## src/include/spm_pkg.sv

```systemverilog
// Constants shared by the serial port pin multiplexer and its register file
package spm_pkg;

    // Core data memory bus widths
    localparam int unsigned SPM_ADDR_W = 14;
    localparam int unsigned SPM_DATA_W = 16;

    // Register addresses in data memory space
    localparam logic [13:0] SPM_ADDR_MODE_CTRL = 14'h2015;
    localparam logic [13:0] SPM_ADDR_SYS_CTRL  = 14'h3FFF;

    // Implemented widths of the two registers
    localparam int unsigned SPM_MODE_CTRL_W = 9;
    localparam int unsigned SPM_SYS_CTRL_W  = 16;

    // Field positions
    localparam int unsigned SPM_BIT_RX_PIN_SELECT = 4;
    localparam int unsigned SPM_BIT_UART_MODE     = 5;
    localparam int unsigned SPM_BIT_ALT_CONFIG    = 10;

    // Values after reset
    localparam logic [8:0]  SPM_MODE_CTRL_RESET = 9'h000;
    localparam logic [15:0] SPM_SYS_CTRL_RESET  = 16'h0000;

    // Level shown on an idle active-low interrupt line and on idle serial inputs
    localparam logic SPM_IRQ_IDLE  = 1'b1;
    localparam logic SPM_LINE_IDLE = 1'b0;

    // Read data for an unmapped address
    localparam logic [15:0] SPM_UNMAPPED_READ = 16'h0000;

endpackage

```

## src/spm_pin_mux.sv

```systemverilog
// Serial port pin multiplexer: normal, UART and alternate flag/interrupt pin use
//
// Summary of operation
// Bit 10 of core system control at 0x3FFF selects the alternate pin configuration.
// Alternate: the selected receive pin becomes the flag input.
// Alternate: transmit-data pin drives the flag output instead of serial data.
// Alternate: receive frame-sync pin becomes external interrupt zero input.
// Alternate: transmit frame-sync pin becomes external interrupt one input.
// Serial clock pin keeps working as serial clock in alternate configuration.
// Mode control bit 4 picks second receive pin when set, first when clear.
// Mode control bit 5 joins receive data and frame sync, drives core flag out.
// Alternate bit clear returns data and frame-sync pins to serial port use.
module spm_pin_mux
    import spm_pkg::*;
(
    input  wire logic                  clk_in,
    input  wire logic                  rst_b_in,
    // Core data memory bus
    input  wire logic [SPM_ADDR_W-1:0] dm_addr_in,
    input  wire logic                  dm_wr_in,
    input  wire logic                  dm_rd_in,
    input  wire logic [SPM_DATA_W-1:0] dm_wdata_in,
    output logic      [SPM_DATA_W-1:0] dm_rdata_out,
    // Device pins
    input  wire logic                  receive_pin_first_in,
    input  wire logic                  receive_pin_second_in,
    output logic                       serial_transmit_data_out,
    output logic                       serial_transmit_data_oe_out,
    input  wire logic                  receive_frame_sync_in,
    output logic                       receive_frame_sync_out,
    output logic                       receive_frame_sync_oe_out,
    input  wire logic                  transmit_frame_sync_in,
    output logic                       transmit_frame_sync_out,
    output logic                       transmit_frame_sync_oe_out,
    input  wire logic                  serial_port_clock_in,
    output logic                       serial_port_clock_out,
    output logic                       serial_port_clock_oe_out,
    // Synchronous serial port side
    output logic                       ssp_receive_data_out,
    output logic                       ssp_receive_frame_sync_out,
    output logic                       ssp_transmit_frame_sync_out,
    output logic                       ssp_clock_out,
    input  wire logic                  ssp_transmit_data_in,
    input  wire logic                  ssp_transmit_data_en_in,
    input  wire logic                  ssp_receive_frame_sync_in,
    input  wire logic                  ssp_receive_frame_sync_en_in,
    input  wire logic                  ssp_transmit_frame_sync_in,
    input  wire logic                  ssp_transmit_frame_sync_en_in,
    input  wire logic                  ssp_clock_in,
    input  wire logic                  ssp_clock_en_in,
    // Core side
    output logic                       flag_input_out,
    input  wire logic                  flag_output_in,
    input  wire logic                  core_output_flag_in,
    output logic                       external_interrupt_zero_b_out,
    output logic                       external_interrupt_one_b_out,
    output logic                       alt_config_out,
    output logic                       uart_mode_out
);
    import spm_pkg::*;

    logic [SPM_MODE_CTRL_W-1:0] peripheral_mode_control;
    logic [SPM_SYS_CTRL_W-1:0]  core_system_control;

    spm_reg_file u_regs (
        .clk_in                      (clk_in),
        .rst_b_in                    (rst_b_in),
        .dm_addr_in                  (dm_addr_in),
        .dm_wr_in                    (dm_wr_in),
        .dm_rd_in                    (dm_rd_in),
        .dm_wdata_in                 (dm_wdata_in),
        .dm_rdata_out                (dm_rdata_out),
        .peripheral_mode_control_out (peripheral_mode_control),
        .core_system_control_out     (core_system_control)
    );

    // Configuration decode
    wire alt_config         = core_system_control[SPM_BIT_ALT_CONFIG];
    wire receive_pin_select = peripheral_mode_control[SPM_BIT_RX_PIN_SELECT];
    wire uart_mode          = peripheral_mode_control[SPM_BIT_UART_MODE];

    // Receive pin selection feeds both the serial port and the flag input
    wire serial_receive_data = receive_pin_select ? receive_pin_second_in
                                                  : receive_pin_first_in;

    // Flag input follows the selected pin only while alternate use is active
    wire next_flag_input = alt_config ? serial_receive_data : SPM_LINE_IDLE;

    // Serial port receive data is held idle while the pin serves as a flag
    wire next_ssp_receive_data = alt_config ? SPM_LINE_IDLE
                                            : serial_receive_data;

    // In UART emulation the internal frame sync is taken from the receive data line
    wire next_ssp_receive_frame_sync = alt_config ? SPM_LINE_IDLE :
                                       uart_mode  ? serial_receive_data :
                                                    receive_frame_sync_in;

    wire next_ssp_transmit_frame_sync = alt_config ? SPM_LINE_IDLE
                                                   : transmit_frame_sync_in;

    // Transmit data pin: flag output or serial data
    wire next_tx_data    = alt_config ? flag_output_in : ssp_transmit_data_in;
    wire next_tx_data_oe = alt_config ? 1'b1           : ssp_transmit_data_en_in;

    // Receive frame-sync pin. Alternate use wins over UART emulation because the
    // pin cannot be an interrupt input and a driven flag at the same time.
    wire next_rfs_pin    = uart_mode ? core_output_flag_in
                                     : ssp_receive_frame_sync_in;
    wire next_rfs_pin_oe = alt_config ? 1'b0 :
                           uart_mode  ? 1'b1 :
                                        ssp_receive_frame_sync_en_in;

    // Transmit frame-sync pin
    wire next_tfs_pin    = ssp_transmit_frame_sync_in;
    wire next_tfs_pin_oe = alt_config ? 1'b0
                                      : ssp_transmit_frame_sync_en_in;

    // Interrupt lines are active low and idle high outside alternate use
    wire next_irq_zero_b = alt_config ? receive_frame_sync_in  : SPM_IRQ_IDLE;
    wire next_irq_one_b  = alt_config ? transmit_frame_sync_in : SPM_IRQ_IDLE;

    // Serial clock is passed through in every configuration
    wire next_sclk_pin    = ssp_clock_in;
    wire next_sclk_pin_oe = ssp_clock_en_in;
    wire next_ssp_clock   = serial_port_clock_in;

    logic flag_input;
    logic ssp_receive_data;
    logic ssp_receive_frame_sync;
    logic ssp_transmit_frame_sync;
    logic ssp_clock;
    logic tx_data;
    logic tx_data_oe;
    logic rfs_pin;
    logic rfs_pin_oe;
    logic tfs_pin;
    logic tfs_pin_oe;
    logic sclk_pin;
    logic sclk_pin_oe;
    logic irq_zero_b;
    logic irq_one_b;

    // Registered pin path: one cycle of latency buys glitch-free pin switching
    // when a configuration bit is rewritten mid-transfer.
    always_ff @(posedge clk_in or negedge rst_b_in) begin
        if (!rst_b_in) begin
            flag_input              <= SPM_LINE_IDLE;
            ssp_receive_data        <= SPM_LINE_IDLE;
            ssp_receive_frame_sync  <= SPM_LINE_IDLE;
            ssp_transmit_frame_sync <= SPM_LINE_IDLE;
            ssp_clock               <= SPM_LINE_IDLE;
            irq_zero_b              <= SPM_IRQ_IDLE;
            irq_one_b               <= SPM_IRQ_IDLE;
        end else begin
            flag_input              <= next_flag_input;
            ssp_receive_data        <= next_ssp_receive_data;
            ssp_receive_frame_sync  <= next_ssp_receive_frame_sync;
            ssp_transmit_frame_sync <= next_ssp_transmit_frame_sync;
            ssp_clock               <= next_ssp_clock;
            irq_zero_b              <= next_irq_zero_b;
            irq_one_b               <= next_irq_one_b;
        end
    end

    // Pins stay undriven through reset
    always_ff @(posedge clk_in or negedge rst_b_in) begin
        if (!rst_b_in) begin
            tx_data     <= SPM_LINE_IDLE;
            tx_data_oe  <= 1'b0;
            rfs_pin     <= SPM_LINE_IDLE;
            rfs_pin_oe  <= 1'b0;
            tfs_pin     <= SPM_LINE_IDLE;
            tfs_pin_oe  <= 1'b0;
            sclk_pin    <= SPM_LINE_IDLE;
            sclk_pin_oe <= 1'b0;
        end else begin
            tx_data     <= next_tx_data;
            tx_data_oe  <= next_tx_data_oe;
            rfs_pin     <= next_rfs_pin;
            rfs_pin_oe  <= next_rfs_pin_oe;
            tfs_pin     <= next_tfs_pin;
            tfs_pin_oe  <= next_tfs_pin_oe;
            sclk_pin    <= next_sclk_pin;
            sclk_pin_oe <= next_sclk_pin_oe;
        end
    end

    assign flag_input_out                = flag_input;
    assign ssp_receive_data_out          = ssp_receive_data;
    assign ssp_receive_frame_sync_out    = ssp_receive_frame_sync;
    assign ssp_transmit_frame_sync_out   = ssp_transmit_frame_sync;
    assign ssp_clock_out                 = ssp_clock;
    assign external_interrupt_zero_b_out = irq_zero_b;
    assign external_interrupt_one_b_out  = irq_one_b;
    assign serial_transmit_data_out      = tx_data;
    assign serial_transmit_data_oe_out   = tx_data_oe;
    assign receive_frame_sync_out        = rfs_pin;
    assign receive_frame_sync_oe_out     = rfs_pin_oe;
    assign transmit_frame_sync_out       = tfs_pin;
    assign transmit_frame_sync_oe_out    = tfs_pin_oe;
    assign serial_port_clock_out         = sclk_pin;
    assign serial_port_clock_oe_out      = sclk_pin_oe;
    assign alt_config_out                = alt_config;
    assign uart_mode_out                 = uart_mode;

endmodule

```

## src/spm_reg_file.sv

```systemverilog
// Mode control and system control registers on the core data memory bus
module spm_reg_file
    import spm_pkg::*;
(
    input  wire logic                   clk_in,
    input  wire logic                   rst_b_in,
    input  wire logic [SPM_ADDR_W-1:0]  dm_addr_in,
    input  wire logic                   dm_wr_in,
    input  wire logic                   dm_rd_in,
    input  wire logic [SPM_DATA_W-1:0]  dm_wdata_in,
    output logic      [SPM_DATA_W-1:0]  dm_rdata_out,
    output logic      [SPM_MODE_CTRL_W-1:0] peripheral_mode_control_out,
    output logic      [SPM_SYS_CTRL_W-1:0]  core_system_control_out
);
    import spm_pkg::*;

    function automatic logic addr_hit(input logic [SPM_ADDR_W-1:0] a, input logic [SPM_ADDR_W-1:0] target);
        addr_hit = (a == target);
    endfunction

    logic [SPM_MODE_CTRL_W-1:0] peripheral_mode_control;
    logic [SPM_SYS_CTRL_W-1:0]  core_system_control;
    logic [SPM_DATA_W-1:0]      dm_rdata;

    wire                  hit_mode = addr_hit(dm_addr_in, SPM_ADDR_MODE_CTRL);
    wire                  hit_sys  = addr_hit(dm_addr_in, SPM_ADDR_SYS_CTRL);
    wire                  wr_mode  = dm_wr_in && hit_mode;
    wire                  wr_sys   = dm_wr_in && hit_sys;
    wire [SPM_DATA_W-1:0] next_rdata;

    // Unused upper bits of the narrow register read as zero
    assign next_rdata = hit_mode ? {{(SPM_DATA_W-SPM_MODE_CTRL_W){1'b0}}, peripheral_mode_control} :
                        hit_sys  ? core_system_control :
                                   SPM_UNMAPPED_READ;

    always_ff @(posedge clk_in or negedge rst_b_in) begin
        if (!rst_b_in) begin
            peripheral_mode_control <= SPM_MODE_CTRL_RESET;
            core_system_control     <= SPM_SYS_CTRL_RESET;
            dm_rdata                <= SPM_UNMAPPED_READ;
        end else begin
            if (wr_mode) begin
                peripheral_mode_control <= dm_wdata_in[SPM_MODE_CTRL_W-1:0];
            end
            if (wr_sys) begin
                core_system_control <= dm_wdata_in;
            end
            if (dm_rd_in) begin
                dm_rdata <= next_rdata;
            end
        end
    end

    assign dm_rdata_out                = dm_rdata;
    assign peripheral_mode_control_out = peripheral_mode_control;
    assign core_system_control_out     = core_system_control;

endmodule

```

## config.mk

```make
export PLATFORM = sky130hd
export DESIGN_NAME = spm_pin_mux
export DESIGN_NICKNAME = d
export VERILOG_FILES = /design/src/include/spm_pkg.sv /design/src/spm_pin_mux.sv /design/src/spm_reg_file.sv
export SDC_FILE = /design/constraint.sdc
export NUM_CORES = 1
export LEC_CHECK = 0
export BUFFER_PORTS_ARGS = -buffer_cell sky130_fd_sc_hd__buf_2
export CAP_MARGIN = 40
export CORE_MARGIN = 8
export CORE_UTILIZATION = 49
export DETAILED_ROUTE_END_ITERATION = 10
export GPL_TIMING_DRIVEN = 0
export HOLD_SLACK_MARGIN = 0.03
export PLACE_DENSITY = 0.79
export SKIP_LAST_GASP = 1
export SYNTH_ARGS = -nofsm -noshare
export SYNTH_HDL_FRONTEND = slang
export SYNTH_HIERARCHICAL = 1
export SYNTH_SLANG_ARGS = --single-unit
```

## constraint.sdc

```tcl
create_clock -name clk_in -period 1.4 [get_ports clk_in]
set_clock_uncertainty 0.2 [all_clocks]
set_input_delay 0.07 -clock clk_in [delete_from_list [all_inputs] [get_ports clk_in]]
set_output_delay 0.07 -clock clk_in [all_outputs]
set_load 0.01 [all_outputs]
```

Yosys cells after proc, flatten, opt, wreduce, memory -nomap -nowiden --
Cells that the tools add are included.
Operators by class: reductions and logical operators 2, equal/unequal tests 2, muxes and demuxes 16
Operators by type and width (number):
- 16-bit two-way mux | 2
- 14-bit == test (second input constant) | 2
- 1-bit two-way mux | 14
- 1-bit logical AND | 2
Storage, ports and cells: input port bits 49, output and inout port bits 33, logic and storage cells 38, flip-flop bits (word level) 56

Depth between registers and ports, before layout --
depth after elaboration 3, mapped depth 5, mapped depth without buffers 3

Modules after synthesis --
Netlist, hierarchy kept.
Modules (own cells, without submodules):
- spm_reg_file | area an instance 1866.8 µm², instances 1, sequential area each 1026.0 µm², cells each 139
- spm_pin_mux | area an instance 490.5 µm², instances 1, sequential area each 377.9 µm², cells each 30

Least setup slack after synthesis --
OpenSTA, ideal clock, no wires.
path type in2reg, from input dm_addr_in[2], to register u_regs.core_system_control[10], in the netlist u_regs/core_system_control_out[10], arrival 1262 ps, path slack -187 ps, stages on the path 4, path through nand4_1 nor4_4 buf_6 mux2_2
On the way: longest elaborated chain between the ends 2
Ends and longest elaborated chain:
- start: declaration | line spm_pin_mux.sv:19 | input wire logic [SPM_ADDR_W-1:0] dm_addr_in,
- 14-bit == test | line spm_reg_file.sv:18 | addr_hit = (a == target);
- 1-bit logical AND | line spm_reg_file.sv:28 | wire wr_sys = dm_wr_in && hit_sys;
- end signal: assignment | line spm_reg_file.sv:46 | core_system_control <= dm_wdata_in;
- end: declaration | line spm_reg_file.sv:22 | logic [SPM_SYS_CTRL_W-1:0] core_system_control;
No other way between the ends. A chain may end at the register's enable or synchronous reset.

Worst setup path in the final report --
from input dm_addr_in[11], to register u_regs.core_system_control[12], in the netlist u_regs/core_system_control_out[12]
Same word-level chain as after synthesis.

==> results.txt <==
----------------------------------------------------
[Timing]
  Pin slew with the least headroom to its limit ... about 0.73 ns
  Final min period ... 1.33 ns
  Setup TNS ... 0 ns
  Setup repair after global routing missed its margin ... true
  Worst hold slack across all endpoints ... 0.0581 ns
  Final worst-path cycle share ... 0.953
  Number of hold violations in the final report ... 0
  Setup violation total in the final timing report ... 0
  Worst max-slew margin expressed relative to the limit ... 0.511
  Max-slew violations ... 0
  F_max ... between 0.7 and 0.8 GHz

[Detailed routing]
  Detailed-route wire length per cell ... approximately 18 µm
  Vias ... 1,865
  Wire length after detailed routing ... between 6000 and 7000 µm
  First-pass DRT Iterations ... 4
  Remaining DRCs ... 0
  Via-to-Cell Ratio ... between 5 and 6
  Count of antenna-violating nets left after detailed routing ... 0
  Iteration-0 DRC count of the detailed router ... 131

[Cells and area]
  Antenna cells ... 0
  Final Instance Count excl. Fillers ... roughly 350
  Most frequent cells in the layout ... buf_2 (81), dfrtp_1 (53), dlygate4sd3_1 (32), mux2_2 (24), nor2b_1 (12)
  Combined area of the multi-input logic cells ... just under 900 µm²
  Area added between synthesis and finish ... 40.7%
  Area used by sequential logic in the layout ... approximately 1400 µm²
  Ratio of cells with drive above 1 in the final layout ... 0.454
  Most common cell after layout, fill and taps aside ... buf_2
  Filler cell count ... 340
  Design area ... around 3300 µm²
  Post-layout net count ... roughly 340

[Min path]
  Hold WC Path Type ... input pin to flip-flop

[Run status]
  Status ... finished clean

[Power]
  Sw frac ... 0.226
  Fraction of power consumed by the clock network ... 0.358
  Fraction of power consumed by combinational cells ... 0.096
  Internal power consumption ... between 2000 and 2500 µW
  Psw ... roughly 680 µW
  Leakage power ... between 0.0015 and 0.002 µW
  P per Cell Area ... between 900 and 1000 nW/µm²
  Flop pwr share ... 0.547
  Maximum vdd drop ... 0.685 mV

[Place]
  GP Congestion ... 0.780
  Instance area at placement ... approximately 2900 µm²
  Cell total after placement ... around 310
  Number of input and output port buffers inserted ... slightly above 80
  HPWL after DPL ... between 4000 and 5000 µm

[Yosys]
  Syn_nets ... about 220
  Dominant combinational cell family by area after synthesis ... simple AND/OR/NAND/NOR gates
  Proportion of synthesized chip area in sequential cells ... 0.596
  Post-Synthesis Cell Area ... 2360 µm²
  Yosys Warn Count ... 6
  Post-synth ARST share ... 1.00
  Share of synthesized cell area in and, or, nand and nor gates ... 0.151
  Number of distinct standard cells referenced by the synthesized netlist ... 28
  Post-synthesis share of cell area spent on full adders, half adders and majority gates ... 0
  Synth Flop Type ... dfrtp_1
  Post-synthesis mux area share ... 0.135
  Number of enable flip-flop cells after synthesis ... 0
  Average instance area after synthesis ... about 14 µm²
  Cell count after synthesis ... 169
  Xor and xnor area share after synthesis ... 0
  Seq cells post-synth ... between 50 and 60
  Share of the synthesized area in compound gates (AO/OA/AOI/OAI) ... 0.0839

[GRT]
  Initial antenna violation count ... 0
  Wire length of the first global-routing pass ... between 10,000 and 15,000 µm
  Remaining global-route overflow ... 0
  Vias in the first global route ... 2,061
  Total routing usage reported by global routing ... 0.176
  Maximum number of pins on one net before global-route repair ... 33

[Worst setup path]
  Element type at the critical path end ... flip-flop
  Startpoint type of the worst setup path ... input pin
  Worst-path fanout max ... 10
  Category of the critical setup timing path ... input pin to flip-flop
  Critical Path RT ... 1.40 ns
  Data arrival, critical path ... between 1 and 1.5 ns

[Clock network]
  Clock transition time at the flip-flop clock pins of the worst setup and hold paths ... approximately 0.11 ns
  Cell at the root of the clock tree ... clkbuf_8
  Clock tree buffer depth ... 2
  Number of H-tree levels ... 2
  Clock latency on the worst-skew pair ... 0.31 ns
  Total clock buffers created by CTS ... 5
  CTS tree ... yes
  Clock sinks ... between 50 and 60

[Flow run]
  Max Cap Viol ... 0

[Floorplan]
  Horizontal extent of the die ... approximately 85 µm
  Area of the core ... 4690 µm²
  Standard-cell rows ... 25
  Num ports ... 82
  Initial cell density of the core ... 0.502
  Die Footprint ... 7290 µm²
  Die span in y ... ~85 µm

----------------------------------------------------
cell usage after synthesis (2+ instances only):
cell type,count,area (µm²)
nand2b_1,2,12.5
dfrtp_1,54,1350
o21ai_0,9,45.0
nand3_1,2,10.0
nor2b_1,12,75.1
dfstp_2,2,52.6
clkbuf_1,5,18.8
a22o_1,7,61.3
mux2_1,2,22.5
a41oi_1,9,78.8
nand4_1,2,12.5
inv_1,10,37.5
buf_6,2,22.5
mux2_2,24,270
nor4_4,3,63.8
nor4bb_1,9,90.1
nor2_1,4,15.0
path summary, 6_finish.rpt:
path	start	end	slack [ns]	depth (start not counted)
max in group asynchronous	rst_b_in	u_regs/peripheral_mode_control_out[5]	0.33	3
min reg2reg	u_regs/core_system_control_out[15]	u_regs/dm_rdata_out[15]	0.30	1
min in group asynchronous	rst_b_in	u_regs/core_system_control_out[2]	0.09	2
max	dm_addr_in[11]	u_regs/core_system_control_out[12]	0.07	5
max reg2reg	u_regs/peripheral_mode_control_out[5]	u_regs/dm_rdata_out[5]	0.09	3
min	dm_addr_in[8]	u_regs/peripheral_mode_control_out[6]	0.06	4
power groups by stage:
stage / clock network, µW / registers [µW] / logic (µW)
floorplan: 0 / 1680 / 51.0
global placement: 0 / 1670 / 202
detailed placement: 0 / 1670 / 215
CTS: 1100 / 1640 / 286
global route: 1160 / 1640 / 314
finish: 1070 / 1640 / 287
routing by layer:
layer	GRT usage	vias to the layer above	routed length, µm
met5	0	-	0
met2	0.296	79	3080
met4	0.0414	0	80
met3	0.0830	8	601
li1	-	864	-
met1	0.198	914	2520
worst max-delay path, cell delays in order:
cell     delay (ns)
buf_2          0.12
nand4_2        0.17
nor4_4         0.39
buf_6          0.21
mux2_2         0.37
cell families (layout without fill, tap and decap cells):
logic type,count (synthesis),in the layout
flip-flops,56,56
buffers and inverters,18,142
AO/OA/AOI/OAI,26,26
AND/OR/NAND/NOR,41,41
multiplexers,28,28
what timing repair did:
item                       in CTS  in global routing
pin swaps                       3                  2
resized for setup               0                  3
setup buffers                   4                  0
setup endpoints to repair      26                 17
hold endpoints to repair       96                  0
hold buffers                   32                  0
layout make-up:
type | instances | area share
clock buffers | 5 | 0.0208
inverters | 10 | 0.0113
multi-input cells | 95 | 0.264
plain buffers | 6 | 0.0117
clock inverters | 3 | 0.0140
repair buffers | 118 | 0.234
well taps | 54 | 0.0204
flip-flops and latches | 56 | 0.424
per-stage QoR:
stage / power [µW] / utilization / setup slack [ns]
floorplan: 1730 / - / -0.120
global placement: 1870 / 0.604 / -0.508
detailed placement: 1890 / 0.609 / -0.523
CTS: 3020 / 0.707 / 0.000132
global route: 3120 / 0.707 / -0.00636
finish: 3000 / 0.707 / 0.0652
Note: power is estimated with default switching activity, not from simulation.
